`src/inc/lpsm_map.svh`:
```
// register offsets, field positions, reset values and timing constants for the
// link power state manager; included by the package and the bench
`ifndef LPSM_MAP_SVH
`define LPSM_MAP_SVH
// register indices on the plain register port (word addresses)
`define LPSM_ADDR_W 4
`define LPSM_REG_LINK_CTL 4'h0
`define LPSM_REG_PM_CTL 4'h1
`define LPSM_REG_DEV_CAP 4'h2
`define LPSM_REG_SLOT_CAP 4'h3
`define LPSM_REG_STATUS 4'h4
`define LPSM_REG_PORT_SEL 4'h5
// link control: aspm enable bits 1:0 (bit 0 l0s, bit 1 l1)
`define LPSM_ASPM_L0S_BIT 0
`define LPSM_ASPM_L1_BIT 1
// power mgmt private control: l0s hold [15:0], l1 hold [31:16], in ref_clk cycles
`define LPSM_L0S_LSB 0
`define LPSM_L1_LSB 16
`define LPSM_HOLD_W 16
`define LPSM_PM_CTL_RST 32'h0100_0040
// device capabilities: captured scale [7:0], captured value [9:8]
`define LPSM_CSCALE_LSB 0
`define LPSM_CVALUE_LSB 8
// timing
`define LPSM_CLK_HZ 40000000
`define LPSM_ACT_HOLD_MS 200
`define LPSM_UPD_MS 40
`define LPSM_UPD_CYC ((`LPSM_CLK_HZ / 1000) * `LPSM_UPD_MS)
`define LPSM_ACT_PERIODS (`LPSM_ACT_HOLD_MS / `LPSM_UPD_MS)
`endif

```
`src/inc/lpsm_pkg.sv`:
```
// types for the link power state manager
// assumes lpsm_map.svh sits on the include path
`include "lpsm_map.svh"
package lpsm_pkg;
  typedef enum logic [3:0] {
    LPSM_LT_DETECT = 4'h0,
    LPSM_LT_POLLING = 4'h1,
    LPSM_LT_CONFIG = 4'h2,
    LPSM_LT_DISABLED = 4'h3,
    LPSM_LT_LOOPBACK = 4'h4,
    LPSM_LT_HOTRESET = 4'h5,
    LPSM_LT_L0 = 4'h6,
    LPSM_LT_L0S = 4'h7,
    LPSM_LT_L1 = 4'h8,
    LPSM_LT_RECOVERY = 4'h9,
    LPSM_LT_L23 = 4'hA
  } lpsm_ltssm_t;
  typedef enum logic [2:0] {
    LPSM_AS_L0 = 3'h0,
    LPSM_AS_L0S = 3'h1,
    LPSM_AS_L1_REQ = 3'h2,
    LPSM_AS_L1 = 3'h3,
    LPSM_AS_L23 = 3'h4,
    LPSM_AS_DOWN = 3'h5
  } lpsm_aspm_t;
  // per-port traffic indications from the link layers
  typedef struct packed {
    logic tlp_pending;
    logic credit_ok;
    logic dllp_pending;
    logic rx_in_l0s;
    logic tlp_act;
    logic in_d3;
  } lpsm_port_in_t;
  // set slot power limit message received on the upstream port
  typedef struct packed {
    logic valid;
    logic [7:0] byte0;
    logic [7:0] byte1;
  } lpsm_sspl_t;
endpackage

```
`src/rtl/lpsm_core.sv`:
```
// link power state manager for all ports of a switch; port 0 is upstream
// assumes ltssm state, traffic and message strobes arrive synchronous to ref_clk
`timescale 1ns/1ps
`default_nettype none
module lpsm_core
  import lpsm_pkg::*;
#(
  parameter int NPORT = 7,
  parameter int UPD_CYC = `LPSM_UPD_CYC
) (
  // clock and reset
  input wire logic ref_clk,
  input wire logic rst_n,
  // register port
  input wire logic [`LPSM_ADDR_W-1:0] reg_addr,
  input wire logic [31:0] reg_wdata,
  input wire logic reg_wr,
  input wire logic reg_rd,
  output logic [31:0] reg_rdata,
  // link side, per port
  input wire lpsm_ltssm_t ltssm [NPORT],
  input wire lpsm_port_in_t port_in [NPORT],
  input wire logic [NPORT-1:0] l1_ack,
  input wire logic [NPORT-1:0] l1_nak,
  input wire logic [NPORT-1:0] turn_off_ack,
  input wire lpsm_sspl_t sspl_rx,
  // actions toward the link layers
  output logic [NPORT-1:0] sspl_send,
  output logic [NPORT-1:0] l0s_enter,
  output logic [NPORT-1:0] l1_request,
  output logic [NPORT-1:0] traffic_block,
  output logic [NPORT-1:0] link_down,
  // expander status
  output logic [NPORT-1:0] port_link_up_out,
  output logic [NPORT-1:0] port_activity_out
);
  localparam int PW = $clog2(NPORT);
  localparam int HW = `LPSM_HOLD_W;

  function automatic logic dl_up(input lpsm_ltssm_t s);
    dl_up = (s == LPSM_LT_L0) || (s == LPSM_LT_L0S) || (s == LPSM_LT_L1) ||
            (s == LPSM_LT_RECOVERY);
  endfunction

  function automatic logic is_down(input lpsm_ltssm_t s);
    is_down = (s == LPSM_LT_DETECT) || (s == LPSM_LT_POLLING) || (s == LPSM_LT_CONFIG) ||
              (s == LPSM_LT_DISABLED) || (s == LPSM_LT_LOOPBACK) || (s == LPSM_LT_HOTRESET);
  endfunction

  // registers
  logic [1:0] aspm_en_q [NPORT];
  logic [31:0] pm_ctl_q [NPORT];
  logic [7:0] cap_scale_q;
  logic [1:0] cap_value_q;
  logic [31:0] slot_cap_q [NPORT];
  logic [PW-1:0] port_sel_q;
  logic [31:0] rdata_q;
  lpsm_aspm_t st_q [NPORT];
  logic [NPORT-1:0] up_now;
  logic [NPORT-1:0] up_prev_q;
  logic [NPORT-1:0] active_ds;
  logic [NPORT-1:0] rx_l0s;
  logic [NPORT-1:0] in_l1;
  logic [NPORT-1:0] l0s_cond;
  logic [NPORT-1:0] l1_cond;
  logic [NPORT-1:0] sspl_wr;
  logic wr_slot;
  logic ds_all_l0s;
  logic ds_all_l1;

  assign wr_slot = reg_wr && (reg_addr == `LPSM_REG_SLOT_CAP);

  always_ff @(posedge ref_clk) begin
    if (!rst_n) begin
      port_sel_q <= '0;
    end else if (reg_wr && reg_addr == `LPSM_REG_PORT_SEL) begin
      port_sel_q <= (reg_wdata[PW-1:0] < PW'(NPORT)) ? reg_wdata[PW-1:0] : '0;
    end
  end

  // upstream captures from received message
  always_ff @(posedge ref_clk) begin
    if (!rst_n) begin
      cap_scale_q <= 8'h00;
      cap_value_q <= 2'h0;
    end else if (sspl_rx.valid) begin
      cap_scale_q <= sspl_rx.byte0;
      cap_value_q <= sspl_rx.byte1[1:0];
    end
  end

  always_ff @(posedge ref_clk) begin
    if (!rst_n) begin
      rdata_q <= 32'h0000_0000;
    end else if (reg_rd) begin
      case (reg_addr)
        `LPSM_REG_LINK_CTL: rdata_q <= {30'h0, aspm_en_q[port_sel_q]};
        `LPSM_REG_PM_CTL: rdata_q <= pm_ctl_q[port_sel_q];
        `LPSM_REG_DEV_CAP: rdata_q <= {22'h0, cap_value_q, cap_scale_q};
        `LPSM_REG_SLOT_CAP: rdata_q <= slot_cap_q[port_sel_q];
        `LPSM_REG_STATUS: rdata_q <= {25'h0, up_now[port_sel_q], 3'h0, st_q[port_sel_q]};
        `LPSM_REG_PORT_SEL: rdata_q <= 32'(port_sel_q);
        default: rdata_q <= 32'h0000_0000;
      endcase
    end else begin
      rdata_q <= 32'h0000_0000;
    end
  end
  assign reg_rdata = rdata_q;

  always_comb begin
    ds_all_l0s = 1'b1;
    ds_all_l1 = 1'b1;
    for (int i = 1; i < NPORT; i++) begin
      if (active_ds[i] && !rx_l0s[i]) ds_all_l0s = 1'b0;
      if (active_ds[i] && !in_l1[i]) ds_all_l1 = 1'b0;
    end
  end

  // update period tick shared by all expander outputs
  logic [$clog2(UPD_CYC)-1:0] upd_cnt_q;
  logic upd_tick;
  assign upd_tick = (upd_cnt_q == ($bits(upd_cnt_q))'(UPD_CYC - 1));
  always_ff @(posedge ref_clk) begin
    if (!rst_n) upd_cnt_q <= '0;
    else if (upd_tick) upd_cnt_q <= '0;
    else upd_cnt_q <= upd_cnt_q + 1'b1;
  end

  genvar g;
  generate
    for (g = 0; g < NPORT; g++) begin : g_port
      logic [HW-1:0] l0s_cnt_q;
      logic [HW-1:0] l1_cnt_q;
      logic [$clog2(`LPSM_ACT_PERIODS+1)-1:0] act_left_q;
      logic act_seen_q;
      logic l0s_hit;
      logic l1_hit;
      logic idle;
      logic [HW-1:0] l0s_lim;
      logic [HW-1:0] l1_lim;

      assign up_now[g] = dl_up(ltssm[g]);
      assign active_ds[g] = up_now[g] && !port_in[g].in_d3;
      assign rx_l0s[g] = port_in[g].rx_in_l0s;
      assign in_l1[g] = (ltssm[g] == LPSM_LT_L1);
      assign link_down[g] = is_down(ltssm[g]);
      assign l0s_lim = pm_ctl_q[g][`LPSM_L0S_LSB +: HW];
      assign l1_lim = pm_ctl_q[g][`LPSM_L1_LSB +: HW];
      assign idle = (!port_in[g].tlp_pending || !port_in[g].credit_ok) &&
                    !port_in[g].dllp_pending;
      if (g == 0) begin : g_up
        assign l0s_cond[g] = ds_all_l0s && idle;
        assign l1_cond[g] = ds_all_l1 && idle;
      end else begin : g_dn
        assign l0s_cond[g] = rx_l0s[0] && idle;
        assign l1_cond[g] = 1'b0;
      end

      always_ff @(posedge ref_clk) begin
        if (!rst_n) begin
          aspm_en_q[g] <= 2'h0;
          pm_ctl_q[g] <= `LPSM_PM_CTL_RST;
          slot_cap_q[g] <= 32'h0000_0000;
        end else if (reg_wr && port_sel_q == PW'(g)) begin
          if (reg_addr == `LPSM_REG_LINK_CTL) aspm_en_q[g] <= reg_wdata[1:0];
          if (reg_addr == `LPSM_REG_PM_CTL) pm_ctl_q[g] <= reg_wdata;
          if (reg_addr == `LPSM_REG_SLOT_CAP) slot_cap_q[g] <= reg_wdata;
        end
      end

      // hold counters clear on any condition drop or when aspm off
      always_ff @(posedge ref_clk) begin
        if (!rst_n) begin
          l0s_cnt_q <= '0;
          l1_cnt_q <= '0;
        end else begin
          if (!l0s_cond[g] || !aspm_en_q[g][`LPSM_ASPM_L0S_BIT] || st_q[g] != LPSM_AS_L0)
            l0s_cnt_q <= '0;
          else if (l0s_cnt_q != l0s_lim)
            l0s_cnt_q <= l0s_cnt_q + 1'b1;
          if (!l1_cond[g] || !aspm_en_q[g][`LPSM_ASPM_L1_BIT] ||
              !(st_q[g] == LPSM_AS_L0 || st_q[g] == LPSM_AS_L0S))
            l1_cnt_q <= '0;
          else if (l1_cnt_q != l1_lim)
            l1_cnt_q <= l1_cnt_q + 1'b1;
        end
      end
      assign l0s_hit = l0s_cond[g] && aspm_en_q[g][`LPSM_ASPM_L0S_BIT] && l0s_cnt_q == l0s_lim;
      assign l1_hit = l1_cond[g] && aspm_en_q[g][`LPSM_ASPM_L1_BIT] && l1_cnt_q == l1_lim;

      // aspm state walks on its own; only the timed l0s and l1 entries and the drop from LPSM_AS_L1_REQ back to LPSM_AS_L0 wait on the enables
      always_ff @(posedge ref_clk) begin
        if (!rst_n) begin
          st_q[g] <= LPSM_AS_DOWN;
        end else if (!up_now[g] && ltssm[g] != LPSM_LT_L23) begin
          st_q[g] <= LPSM_AS_DOWN;
        end else begin
          case (st_q[g])
            LPSM_AS_DOWN: if (up_now[g]) st_q[g] <= LPSM_AS_L0;
            LPSM_AS_L0: begin
              if (turn_off_ack[g]) st_q[g] <= LPSM_AS_L23;
              else if (ltssm[g] == LPSM_LT_L1) st_q[g] <= LPSM_AS_L1;
              else if (l1_hit) st_q[g] <= LPSM_AS_L1_REQ;
              else if (l0s_hit) st_q[g] <= LPSM_AS_L0S;
            end
            LPSM_AS_L0S: begin
              if (turn_off_ack[g]) st_q[g] <= LPSM_AS_L23;
              else if (l1_hit) st_q[g] <= LPSM_AS_L1_REQ;
              else if (!l0s_cond[g]) st_q[g] <= LPSM_AS_L0;
            end
            LPSM_AS_L1_REQ: begin
              if (!aspm_en_q[g][`LPSM_ASPM_L1_BIT]) st_q[g] <= LPSM_AS_L0;
              else if (l1_ack[g]) st_q[g] <= LPSM_AS_L1;
              else if (l1_nak[g]) st_q[g] <= LPSM_AS_L0S;
            end
            LPSM_AS_L1: if (ltssm[g] == LPSM_LT_L0) st_q[g] <= LPSM_AS_L0;
            LPSM_AS_L23: if (ltssm[g] != LPSM_LT_L23) st_q[g] <= LPSM_AS_DOWN;
            default: st_q[g] <= LPSM_AS_DOWN;
          endcase
        end
      end
      assign l0s_enter[g] = (st_q[g] == LPSM_AS_L0S);
      assign l1_request[g] = (st_q[g] == LPSM_AS_L1_REQ) && aspm_en_q[g][`LPSM_ASPM_L1_BIT];
      assign traffic_block[g] = (st_q[g] == LPSM_AS_L23);

      // slot power message on downstream ports
      always_ff @(posedge ref_clk) begin
        if (!rst_n) begin
          up_prev_q[g] <= 1'b0;
          sspl_send[g] <= 1'b0;
        end else begin
          up_prev_q[g] <= up_now[g];
          if (g == 0)
            sspl_send[g] <= 1'b0;
          else
            sspl_send[g] <= sspl_wr[g] || (up_now[g] && !up_prev_q[g]);
        end
      end
      assign sspl_wr[g] = wr_slot && port_sel_q == PW'(g) && up_now[g];

      // activity latch, hold counted in update periods
      always_ff @(posedge ref_clk) begin
        if (!rst_n) begin
          act_seen_q <= 1'b0;
        end else if (port_in[g].tlp_act) begin
          act_seen_q <= 1'b1;
        end else if (upd_tick) begin
          act_seen_q <= 1'b0;
        end
      end
      always_ff @(posedge ref_clk) begin
        if (!rst_n) begin
          act_left_q <= '0;
          port_activity_out[g] <= 1'b0;
          port_link_up_out[g] <= 1'b0;
        end else if (upd_tick) begin
          port_link_up_out[g] <= up_now[g];
          if (act_seen_q || port_in[g].tlp_act) begin
            act_left_q <= ($bits(act_left_q))'(`LPSM_ACT_PERIODS);
            port_activity_out[g] <= 1'b1;
          end else if (act_left_q > 1) begin
            act_left_q <= act_left_q - 1'b1;
          end else begin
            act_left_q <= '0;
            port_activity_out[g] <= 1'b0;
          end
        end
      end
    end
  endgenerate

  // assertions
  property p_cap_scale;
    @(posedge ref_clk) disable iff (!rst_n)
      sspl_rx.valid |=> cap_scale_q == $past(sspl_rx.byte0);
  endproperty
  a_cap_scale: assert property (p_cap_scale) else $error("scale not captured");
  property p_cap_value;
    @(posedge ref_clk) disable iff (!rst_n)
      sspl_rx.valid |=> cap_value_q == $past(sspl_rx.byte1[1:0]);
  endproperty
  a_cap_value: assert property (p_cap_value) else $error("value not captured");
  property p_sspl_wr;
    @(posedge ref_clk) disable iff (!rst_n)
      (wr_slot && port_sel_q != '0 && up_now[port_sel_q]) |=> sspl_send[$past(port_sel_q)];
  endproperty
  a_sspl_wr: assert property (p_sspl_wr) else $error("no message on slot write");
  property p_sspl_up;
    @(posedge ref_clk) disable iff (!rst_n)
      (up_now[1] && !up_prev_q[1]) |=> sspl_send[1];
  endproperty
  a_sspl_up: assert property (p_sspl_up) else $error("no message on link up");
  property p_no_ds_l1;
    @(posedge ref_clk) disable iff (!rst_n) l1_request[NPORT-1:1] == '0;
  endproperty
  a_no_ds_l1: assert property (p_no_ds_l1) else $error("downstream l1 request");
  property p_l1_gate;
    @(posedge ref_clk) disable iff (!rst_n)
      $rose(l1_request[0]) |-> $past(ds_all_l1) && $past(aspm_en_q[0][`LPSM_ASPM_L1_BIT]);
  endproperty
  a_l1_gate: assert property (p_l1_gate) else $error("l1 request with busy ports");
  property p_l1_nak;
    @(posedge ref_clk) disable iff (!rst_n)
      (st_q[0] == LPSM_AS_L1_REQ && up_now[0] && aspm_en_q[0][1] && !l1_ack[0] && l1_nak[0])
      |=> st_q[0] == LPSM_AS_L0S;
  endproperty
  a_l1_nak: assert property (p_l1_nak) else $error("reject did not give l0s");
  property p_l0s_hold;
    @(posedge ref_clk) disable iff (!rst_n)
      (st_q[1] == LPSM_AS_L0 && !l0s_cond[1]) |=> g_port[1].l0s_cnt_q == '0;
  endproperty
  a_l0s_hold: assert property (p_l0s_hold) else $error("hold count not restarted");
  property p_aspm_off;
    @(posedge ref_clk) disable iff (!rst_n)
      (st_q[1] == LPSM_AS_L0 && up_now[1] && !aspm_en_q[1][0] && !turn_off_ack[1] &&
       ltssm[1] == LPSM_LT_L0) |=> st_q[1] == LPSM_AS_L0;
  endproperty
  a_aspm_off: assert property (p_aspm_off) else $error("transition with aspm off");
  property p_upd_rate;
    @(posedge ref_clk) disable iff (!rst_n)
      ($changed(port_activity_out) || $changed(port_link_up_out)) |-> $past(upd_tick);
  endproperty
  a_upd_rate: assert property (p_upd_rate) else $error("status changed off tick");
  property p_link_up;
    @(posedge ref_clk) disable iff (!rst_n)
      upd_tick |=> port_link_up_out == $past(up_now);
  endproperty
  a_link_up: assert property (p_link_up) else $error("link-up status not refreshed");
  property p_turn_off;
    @(posedge ref_clk) disable iff (!rst_n)
      (st_q[2] == LPSM_AS_L0 && turn_off_ack[2] && ltssm[2] == LPSM_LT_L23)
      |=> traffic_block[2];
  endproperty
  a_turn_off: assert property (p_turn_off) else $error("traffic not blocked");
  property p_l1_ack;
    @(posedge ref_clk) disable iff (!rst_n)
      (st_q[0] == LPSM_AS_L1_REQ && up_now[0] && aspm_en_q[0][`LPSM_ASPM_L1_BIT] && l1_ack[0])
      |=> st_q[0] == LPSM_AS_L1;
  endproperty
  a_l1_ack: assert property (p_l1_ack) else $error("acknowledge did not give l1");
  c_l23: cover property (@(posedge ref_clk) disable iff (!rst_n) $rose(traffic_block[2]));
  c_l1_req: cover property (@(posedge ref_clk) disable iff (!rst_n) $rose(l1_request[0]));
  c_l0s: cover property (@(posedge ref_clk) disable iff (!rst_n) $rose(l0s_enter[1]));
  c_act: cover property (@(posedge ref_clk) disable iff (!rst_n) $rose(port_activity_out[1]));
endmodule
`default_nettype wire

```
`config.mk`:
```
export PLATFORM = sky130hd
export DESIGN_NAME = lpsm_core
export DESIGN_NICKNAME = d
export VERILOG_FILES = /design/src/inc/lpsm_pkg.sv /design/src/rtl/lpsm_core.sv
export VERILOG_INCLUDE_DIRS = /design/src /design/src/inc
export SDC_FILE = /design/constraint.sdc
export NUM_CORES = 1
export LEC_CHECK = 0
export ABC_AREA = 1
export BUFFER_PORTS_ARGS = -buffer_cell sky130_fd_sc_hd__buf_2
export CORE_MARGIN = 2
export CORE_UTILIZATION = 30
export DETAILED_ROUTE_END_ITERATION = 7
export HOLD_SLACK_MARGIN = 0.12
export PLACE_DENSITY_LB_ADDON = 0.2
export SETUP_SLACK_MARGIN = 0.3
export SYNTH_ARGS = -nofsm -noshare
export SYNTH_HDL_FRONTEND = slang
export SYNTH_SLANG_ARGS = --single-unit
```
`constraint.sdc`:
```
create_clock -name ref_clk -period 3.5 [get_ports ref_clk]
set_input_delay 0.7 -clock ref_clk [delete_from_list [all_inputs] [get_ports ref_clk]]
set_output_delay 0.7 -clock ref_clk [all_outputs]
set_load 0.01 [all_outputs]
```
==> impl_metrics.py, run 1 <==
metrics = {
    "run_status": {
        "status": "finished clean",
    },
    "logic_synthesis": {
        "avgSynthCellArea_sq_um": 8.134,
        "synthCells": 4455,
        "synth_area_sq_mm": 0.03624,
        "ys_seq_elements": 734,
        "syn_nets": 4626,
        "yosysSeqAreaShare_pct": 53.89,
        "synth.distinct_cells": 56,
        "synth-edff-count": 483,
        "synth_top_cells_by_count": "879 x nand2_1, 871 x nor2_1, 483 x edfxtp_1",
        "synth_top_cell_area_share_pct": 40.03,
        "synth_area_leaders": "edfxtp_1 40%, dfxtp_1 14%, nand2_1 9.1%",
        "synth_most_common_cell": "nand2_1",
        "async_flop_share_pct": 0,
        "synth_largest_area_cell": "edfxtp_1",
        "synth_warnings": 0,
        "synth_flop_cell": "edfxtp_1",
    },
    "route": {
        "vias_per_cell": 4.830,
        "num_vias": 30489,
        "ant_nets": 0,
        "drc": 0,
        "drt_wl_total_mm": 120.7,
        "drtIter0Drc": 2690,
        "firstDrtPassIters": 5,
        "routedWlPerCell_um": 19.12,
    },
    "pwr": {
        "p_leak_nw": 16.82,
        "seqPwrFrac_pct": 50.0,
        "swShare_pct": 24.83,
        "p_int_mw": 14.40,
        "ir_drop_uv": 350.3,
        "combPwrFrac_pct": 6.2,
        "p_per_area_mw_per_mm2": 457.0,
        "power.switching_mw": 4.755,
        "pwr-share-clk_pct": 43.8,
    },
    "floorplan": {
        "fp.coreArea_sq_mm": 0.1198,
        "dieHeight_um": 351.5,
        "fp.dieW_um": 351.5,
        "fp-row-count": 127,
        "fp.dieArea_sq_mm": 0.1236,
        "ios": 229,
        "floorplan.initialDensity_pct": 30.24,
    },
    "cells_and_area": {
        "fin_nets": 4798,
        "multi_input_area_sq_mm": 0.01405,
        "fillers": 12599,
        "area_delta_synth_final_pct": 15.66,
        "ff_latch_area_sq_mm": 0.01954,
        "drive_gt1_share_pct": 10.08,
    },
    "critical_path": {
        "crit_path_max_fanout": 58,
        "crit_path_end_kind": "flip-flop",
        "cp_cell_sequence": "buf_4 > o21ai_0 > o21ai_0 > nand2_1 > o21ai_0 > nand2_1 > a21oi_1",
        "crit_family": "compound AO/OA/AOI/OAI gates",
        "required_ns": 4.04,
        "crit_buf_inv": 1,
        "cpMostUsedCell": "o21ai_0",
        "max_stage_delay_ns": 0.68,
        "crit_arrival_ns": 3.17,
        "worstSetupStartpointType": "flip-flop",
        "path_class": "flip-flop to flip-flop",
        "slowest_stage": "dfxtp_4",
    },
    "clocking": {
        "h-tree-depth": 3,
        "cts_resized": 0,
        "cts_buffers": 83,
        "cts_hold_buf": 0,
        "cts_sinks": 734,
        "cts_root_buffer": "clkbuf_16",
        "cts_tree": "built",
        "clockBufferDepth": 3,
        "post-cts-setup-buffers": 0,
        "clk_latency_ns": 0.66,
        "clkTransAtPathRegs_ns": 0.06,
    },
    "sta": {
        "fin_crit_ns": 2.630,
        "fin_tns_setup_ns": 0,
        "slew_viol_final": 0,
        "setup_viol": 0,
        "tightest_slew_ns": 1.029,
        "rsz0062_at_grt": "no",
        "slew-limit-headroom_pct": 31.34,
        "skew_ns": 0.02737,
        "fin_hold_ws_ns": 0.2800,
        "period_share_pct": 75.14,
        "fmax_ghz": 0.3803,
        "finalHoldViolations": 0,
    },
    "global_route": {
        "antenna_found_initial": 11,
        "overflow": 0,
        "grt_max_degree": 84,
        "grt_pass1_vias": 28397,
        "grt_usage_pct": 19.09,
        "grt_pass1_wl_mm": 177.9,
    },
    "place": {
        "place_congestion": 0.9187,
        "hpwlAfterDp_mm": 83.13,
        "io_buffers": 220,
    },
    "min_path": {
        "hp-class": "primary input to flip-flop",
        "hold_path_startpoint": "port_in[1]",
    },
    "flow_run": {
        "drv_cap": 0,
    },
}
-- flip-flops by register name (all words and copies together) (netlist names), 16 cells and up, named ones only --
name and cells:
reg_rdata 32, g_port.act_left_q 21, g_port.l0s_cnt_q 112, slot_cap_q 224, upd_cnt_q 21, pm_ctl_q 224
g_port.l1_cnt_q 16, st_q 21
-- routing by layer --
| layer | share of wire (%) | wire [um] | vias to the layer above | GRT usage (%) |
|---|---|---|---|---|
| met5 | 0.014 | 17 | - | 0 |
| met4 | 2.5 | 2970 | 2 | 5.285 |
| met3 | 4.9 | 5929 | 153 | 2.616 |
| met2 | 47 | 57040 | 739 | 31.52 |
| met1 | 45 | 54720 | 14477 | 26.10 |
| li1 | - | - | 15118 | - |
-- power by group through the flow --
stage	logic [mW]	clock network [mW]	registers (mW)
2_1_floorplan	0.662	0	9.71
6_report	1.19	8.38	9.58
3_5_place_dp	1.20	0	9.76
5_1_grt	1.32	8.88	9.60
3_3_place_gp	1.19	0	9.76
4_1_cts	1.20	8.57	9.57
-- layout make-up --
class | instances | share of cell area (%)
Antenna cell | 6 | 0.03583
Multi-Input combinational cell | 3031 | 33.54
Clock inverter | 34 | 0.5523
Inverter | 474 | 4.269
Sequential cell | 734 | 46.62
Tap cell | 1612 | 4.813
Timing Repair Buffer | 303 | 4.687
Clock buffer | 118 | 5.490
-- logic make-up (layout without fill, tap and decap cells) --
kind of cell             after synthesis  count (layout)  synth area share, %
AND/OR/NAND/NOR                     2145            2145                24.51
AO/OA/AOI/OAI                        808             808                11.97
flip-flops                           734             734                53.89
buffers and inverters                690             929                7.514
XOR/XNOR                              54              54                1.305
adder cells (fa/ha/maj)               23              23               0.7942
other                                  1               7              0.01035
-- path summary, 6_finish.rpt --
check,end,slack [ns],cells after the start
worst min register to register,sspl_send[2],0.41,1
worst min-delay path,g_port[6].act_seen_q,0.28,3
worst max register to register,reg_rdata[23],0.87,7
worst max-delay path,reg_rdata[23],0.87,7
-- worst reg2reg max path: stages (launching register included) --
cell and delay [ns]:
dfxtp_4 0.68, buf_4 0.64, o21ai_0 0.22, o21ai_0 0.27, nand2_1 0.08, o21ai_0 0.20
nand2_1 0.15, a21oi_1 0.29
-- stage by stage --
stage	instances	setup WS (ns)	total power, mW	instance area, sq um	utilization, %
after floorplan	4455	0.7096	10.37	36240	-
after global placement	6154	0.6220	10.95	39360	32.85
after detailed placement	6154	0.5974	10.96	39360	32.85
after CTS	6306	0.8527	19.35	41890	34.97
after global routing	6311	0.7131	19.79	41910	34.98
final	6312	0.8702	19.15	41910	34.98
-- cells in the final DEF, fill, tap and decap left out, drive strengths merged, types with 2 or more instances in the layout --
| cell type | n |
|---|---|
| o221ai | 5 |
| o211a | 3 |
| or2 | 9 |
| a21boi | 5 |
| a31oi | 15 |
| buf | 303 |
| ha | 23 |
| o21ai | 340 |
| a211oi | 20 |
| edfxtp | 483 |
| o22ai | 44 |
| nand3b | 11 |
| a21oi | 331 |
| o21a | 16 |
| inv | 480 |
| clkbuf | 118 |
| o31ai | 3 |
| nor4 | 24 |
| nor3 | 86 |
| dfxtp | 251 |
| and3 | 7 |
| clkinv | 28 |
| o21bai | 3 |
| nand4 | 74 |
| nand3 | 160 |
| a41oi | 2 |
| xnor2 | 31 |
| xor2 | 23 |
| diode | 6 |
| nor2 | 878 |
| o211ai | 16 |
| nor3b | 10 |
| nand2 | 884 |
Note: power is estimated with default switching activity, not from simulation.
==> inputs of run 2 (changes only) <==
==> constraint.sdc (replaced) <==
create_clock -name ref_clk -period 2.37 [get_ports ref_clk]
set_input_delay 0.474 -clock ref_clk [delete_from_list [all_inputs] [get_ports ref_clk]]
set_output_delay 0.474 -clock ref_clk [all_outputs]
set_load 0.01 [all_outputs]
==> run 2 against run 1 <==
Against the previous run: first-iteration DRC count grew 4.5%; total power increased by 55%; sequential share of layout area shrank 3.2 points; final area is 7.4% higher; clock skew is 0.0014 ns lower; utilization increased by 2.6 points; worst hold slack got worse by 0.13 ns; flip-flop and latch count unchanged; largest power group unchanged; highest routed layer unchanged.
==> impl_metrics.py, run 2 (same netlist as run 1, synthesis figures left out) <==
metrics = {
    "clocking": {
        "cts_tree": "built",
        "clkTransAtPathRegs_ns": 0.07,
        "cts_sinks": 734,
        "cts_root_buffer": "clkbuf_16",
        "clockBufferDepth": 3,
        "clk_latency_ns": 0.67,
        "cts_buffers": 85,
        "h-tree-depth": 3,
    },
    "floorplan": {
        "fp-row-count": 127,
        "floorplan.initialDensity_pct": 30.24,
        "dieHeight_um": 351.5,
        "fp.coreArea_sq_mm": 0.1198,
        "fp.dieArea_sq_mm": 0.1236,
        "ios": 229,
        "fp.dieW_um": 351.5,
    },
    "sta": {
        "finalHoldViolations": 0,
        "slew-limit-headroom_pct": 44.85,
        "fin_crit_ns": 2.182,
        "fin_hold_ws_ns": 0.1495,
        "setup_ws_ns": 0.1876,
        "rsz0062_at_grt": "yes",
        "fmax_ghz": 0.4582,
        "slew_viol_final": 0,
        "period_share_pct": 92.08,
        "skew_ns": 0.02593,
        "fin_tns_setup_ns": 0,
        "setup_viol": 0,
        "tightest_slew_ns": 0.8197,
    },
    "place": {
        "place_congestion": 0.9100,
        "dpl_worst_slack_ns": 0.03497,
        "place_inst": 6247,
        "io_buffers": 220,
        "hpwlAfterDp_mm": 87.38,
    },
    "pwr": {
        "p_per_area_mw_per_mm2": 659.9,
        "p_leak_nw": 18.22,
        "p_int_mw": 22.41,
        "combPwrFrac_pct": 7.4,
        "ir_drop_uv": 523.1,
        "power.switching_mw": 7.298,
        "pwr-share-clk_pct": 45.1,
        "swShare_pct": 24.57,
        "seqPwrFrac_pct": 47.5,
    },
    "flow_run": {
        "drv_cap": 0,
    },
    "route": {
        "drt_wl_total_mm": 127.8,
        "drc": 0,
        "num_vias": 31807,
        "routedWlPerCell_um": 19.56,
        "drtIter0Drc": 2812,
        "firstDrtPassIters": 5,
        "vias_per_cell": 4.869,
        "ant_nets": 0,
    },
    "min_path": {
        "hp-class": "primary input to flip-flop",
        "holdPathStages": 3,
    },
    "cells_and_area": {
        "fillers": 12413,
        "largest_registers": "pm_ctl_q x224, slot_cap_q x224, g_port.l0s_cnt_q x112",
        "fin_nets": 5017,
        "fin_cells": 6533,
        "mostFrequentLayoutCell": "nand2_1",
        "final_cell_mix": "843 x nand2_1, 828 x nor2_1, 483 x edfxtp_1",
        "drive_gt1_share_pct": 16.83,
        "area_delta_synth_final_pct": 24.23,
    },
    "critical_path": {
        "required_ns": 1.90,
        "cp_cell_sequence": "inv_2 > nor3_2 > inv_1 > nor2_2 > buf_2",
        "crit_path_max_fanout": 4,
        "cp.depth": 5,
        "path_class": "flip-flop to output port",
        "crit_buf_inv": 3,
        "crit_arrival_ns": 1.71,
        "crit_path_end_kind": "output port",
        "worstSetupStartpointType": "flip-flop",
        "slowest_stage": "edfxtp_1",
        "max_stage_delay_ns": 0.45,
        "r2r_cells": 12,
        "crit_family": "flip-flops",
    },
    "global_route": {
        "antenna_found_initial": 8,
        "overflow": 0,
        "grt_max_degree": 81,
        "grt_pass1_vias": 29547,
        "grt_usage_pct": 19.84,
        "grt_pass1_wl_mm": 184.6,
    },
    "run_status": {
        "status": "finished clean",
    },
}
## run 2: cell types whose count changed in the layout (fill, tap and decap cells not counted), sizes merged
| cell | delta |
|---|---|
| bufinv | +6 |
| clkbuf | +7 |
| dlygate4sd3 | +18 |
| diode | -4 |
| buf | +194 |
| clkinv | +1 |
| inv | -6 |
| clkinvlp | +5 |
## run 2: final timing paths
check / startpoint / endpoint / slack [ns]
worst min-delay path: l1_ack[5] / st_q[5][1] / 0.15
worst max register to register: st_q[0][2] / st_q[0][0] / 0.26
worst min register to register: up_prev_q[2] / sspl_send[2] / 0.41
worst max-delay path: st_q[1][1] / l1_request[1] / 0.19
## run 2: cell type report
| class | instances | area (sq um) | area share, % |
|---|---|---|---|
| Multi-Input combinational cell | 3031 | 14650 | 32.54 |
| Timing Repair inverter | 2 | 13.76 | 0.03057 |
| Sequential cell | 734 | 19550 | 43.44 |
| Timing Repair Buffer | 518 | 4165 | 9.253 |
| Clock buffer | 122 | 2387 | 5.303 |
| Inverter | 474 | 1818 | 4.039 |
| Antenna cell | 2 | 5.005 | 0.01112 |
| Tap cell | 1612 | 2017 | 4.481 |
| Clock inverter | 38 | 406.6 | 0.9033 |
## run 2: timing repair
action                                  CTS  global route
cloned                                    0             5
setup buffers                            58            43
gates resized for setup                  80           142
hold endpoints to repair                 20             0
endpoints found under the setup margin  211           311
pin swaps                                18            43
hold buffers                             18             0
## run 2: per-stage QoR
step	cell area, sq um	power [mW]	utilization (%)
5_1_grt	45020	30.69	37.57
3_3_place_gp	40450	16.31	33.76
2_1_floorplan	36350	15.33	-
3_5_place_dp	40450	16.32	33.76
6_report	45020	29.71	37.57
4_1_cts	44100	29.87	36.81
## run 2: worst reg2reg max path: stages (launching register included)
cell	delay, ns
edfxtp_1	0.49
buf_6	0.17
buf_6	0.11
nor2_4	0.10
nand2_2	0.07
nor2_2	0.13
nand3_1	0.10
nor2_2	0.14
inv_1	0.06
nor2_1	0.10
nand3_1	0.12
and3_4	0.18
nand2_4	0.07
## run 2: power groups by stage
stage,logic [mW],clock network [mW],registers (mW)
after floorplan,0.995,0,14.3
after global placement,1.91,0,14.4
after detailed placement,1.92,0,14.4
after CTS,2.08,13.7,14.1
after global routing,2.38,14.2,14.1
final,2.20,13.4,14.1
## run 2: per-layer routing
metal	track usage, %	share of wire (%)	wire length, um
met4	5.058	2.4	3023
met2	33.08	48	61120
met5	0	0.018	23
met1	27.00	45	56960
met3	2.737	5.2	6657
==> inputs of run 3 (changes only) <==
--- a/config.mk
+++ b/config.mk
@@ -12,8 +12,9 @@
 export CORE_UTILIZATION = 30
 export DETAILED_ROUTE_END_ITERATION = 7
 export HOLD_SLACK_MARGIN = 0.12
-export PLACE_DENSITY_LB_ADDON = 0.2
+export PLACE_DENSITY = 0.59
 export SETUP_SLACK_MARGIN = 0.3
 export SYNTH_ARGS = -nofsm -noshare
 export SYNTH_HDL_FRONTEND = slang
 export SYNTH_SLANG_ARGS = --single-unit
+export TNS_END_PERCENT = 1
==> run 3 against run 2 <==
Against the previous run: combinational power down 8%; register-to-register slack worse by 0.02 ns; total power down 2.2%; critical path depth unchanged; count of clock-buffer cells in the layout down 17; critical path type unchanged; critical endpoint is now l1_request[0].
==> impl_metrics.py, run 3 (same netlist as run 1, synthesis figures left out) <==
metrics = {
    "run_status": {
        "status": "finished clean",
    },
    "clocking": {
        "clk_latency_ns": 0.65,
        "cts_root_buffer": "clkbuf_16",
        "clkTransAtPathRegs_ns": 0.06,
        "clockBufferDepth": 3,
        "h-tree-depth": 3,
        "cts_tree": "built",
        "cts_buffers": 79,
        "cts_sinks": 734,
    },
    "critical_path": {
        "crit_arrival_ns": 1.71,
        "required_ns": 1.90,
        "crit_start": "st_q[0][2]",
        "endpoint": "l1_request[0]",
        "path_class": "flip-flop to output port",
        "crit_path_end_kind": "output port",
        "worstSetupStartpointType": "flip-flop",
        "r2r_cells": 8,
        "worstReg2RegStart": "port_sel_q[0]",
        "reg2reg_slack_ns": 0.24,
        "r2r_end": "pm_ctl_q[1][9]",
        "crit_path_max_fanout": 3,
    },
    "global_route": {
        "grt_pass1_wl_mm": 179.3,
        "grt_pass1_vias": 29203,
        "overflow": 0,
        "grt_usage_pct": 19.13,
        "grt_max_degree": 110,
        "antenna_found_initial": 8,
    },
    "route": {
        "drc": 0,
        "wl_met3_mm": 8.308,
        "drt_wl_total_mm": 122.8,
        "met1_length_mm": 53.82,
        "vias_per_cell": 4.960,
        "num_vias": 32058,
        "ant_nets": 0,
        "drtIter0Drc": 3219,
        "route.met2.wl_mm": 56.61,
        "firstDrtPassIters": 6,
        "maxUsedRoutingLayer": "met4",
        "routedWlPerCell_um": 19.00,
    },
    "sta": {
        "slew-limit-headroom_pct": 42.67,
        "slew_viol_final": 0,
        "skew_ns": 0.03046,
        "fin_tns_setup_ns": 0,
        "tightest_slew_ns": 0.8587,
        "setup_viol": 0,
        "fmax_ghz": 0.4585,
        "setup_ws_ns": 0.1890,
        "period_share_pct": 92.03,
        "fin_crit_ns": 2.181,
        "rsz0062_at_grt": "yes",
        "finalHoldViolations": 0,
    },
    "pwr": {
        "total_power_mw": 29.07,
        "p_per_area_mw_per_mm2": 664.1,
        "ir_drop_uv": 616.6,
        "p_leak_nw": 17.79,
    },
    "flow_run": {
        "drv_cap": 0,
    },
    "cells_and_area": {
        "area_delta_synth_final_pct": 20.80,
        "fin_nets": 4951,
        "fillers": 12453,
        "final_cell_mix": "863 x nand2_1, 860 x nor2_1, 483 x edfxtp_1",
        "mostFrequentLayoutCell": "nand2_1",
        "largest_registers": "pm_ctl_q x224, slot_cap_q x224, g_port.l0s_cnt_q x112",
        "drive_gt1_share_pct": 13.64,
        "final_util_pct": 36.53,
    },
    "min_path": {
        "hp-class": "primary input to flip-flop",
        "holdPathStages": 3,
    },
    "place": {
        "dpl_worst_slack_ns": -0.04970,
        "hpwlAfterDp_mm": 84.24,
        "place_congestion": 0.8923,
        "io_buffers": 220,
    },
    "floorplan": {
        "fp-row-count": 127,
        "dieHeight_um": 351.5,
        "fp.dieW_um": 351.5,
        "floorplan.initialDensity_pct": 30.24,
        "ios": 229,
        "fp.coreArea_sq_mm": 0.1198,
        "fp.dieArea_sq_mm": 0.1236,
    },
}
==> run 3: cell count changes in the layout (fill, tap and decap cells not counted), moves of 14 or more <==
cell,change
buf_4,-37
nor2_1,+32
buf_6,-31
nor2_2,-21
nand2_1,+20
inv_1,+18
buf_2,+14
nand2_2,-14
==> run 3: layer usage <==
metal / track usage (%) / vias up
met5: 0 / -
met4: 6.306 / 0
met3: 2.484 / 211
met2: 30.62 / 1152
met1: 26.67 / 15276
li1: - / 15419
==> run 3: repair_timing <==
action | in CTS | in global routing
cloned | 0 | 1
endpoints found under the setup margin | 69 | 292
setup buffers | 25 | 20
pin swaps | 2 | 5
hold endpoints to repair | 16 | 0
hold buffers | 16 | 0
gates resized for setup | 17 | 28
==> run 3: area by class of cell <==
type                    instances  area [sq um]  area share, %
diodes                          5         12.51        0.02858
clock buffers                 105          2198          5.022
clock inverters                42         457.9          1.046
inverters                     474          1804          4.122
multi-input cells            3031         14220          32.49
flip-flops and latches        734         19540          44.63
well taps                    1612          2017          4.608
repair buffers                460          3523          8.049
==> run 3: worst max-delay path: stages (launching register included) <==
cell      delay [ns]
edfxtp_1        0.39
buf_4           0.17
nor3_4          0.22
nand2_2         0.10
inv_1           0.06
buf_2           0.12
==> run 3: worst min-delay path by stage <==
stage	from	to	slack [ns]
5_1_grt	port_in[1]	g_port[6].act_seen_q	0.15
3_5_place_dp	up_prev_q[2]	sspl_send[2]	0.41
3_3_place_gp	up_prev_q[5]	sspl_send[5]	0.40
2_1_floorplan	up_prev_q[2]	sspl_send[2]	0.39
4_1_cts	port_in[1]	g_port[6].act_seen_q	0.13
6_report	port_in[1]	g_port[6].act_seen_q	0.17
==> run 3: power breakdown <==
| part | switching, mW | internal [mW] | total, mW | leakage [nW] |
|---|---|---|---|---|
| clock network | 5.38 | 7.53 | 12.9 | 1.31 |
| logic | 1.36 | 0.668 | 2.03 | 9.53 |
| registers | 0.178 | 13.9 | 14.1 | 6.95 |
| total | 6.93 | 22.1 | 29.1 | 17.8 |
==> run 3: metrics by stage <==
step / area [sq um] / cells / hold slack, ns
finish: 43770 / 6463 / 0.1652
global route: 43770 / 6462 / 0.1501
CTS: 43480 / 6437 / 0.1280
detailed placement: 40420 / 6249 / 0.4072
global placement: 40420 / 6249 / 0.4004
floorplan: 36350 / 4455 / 0.3881
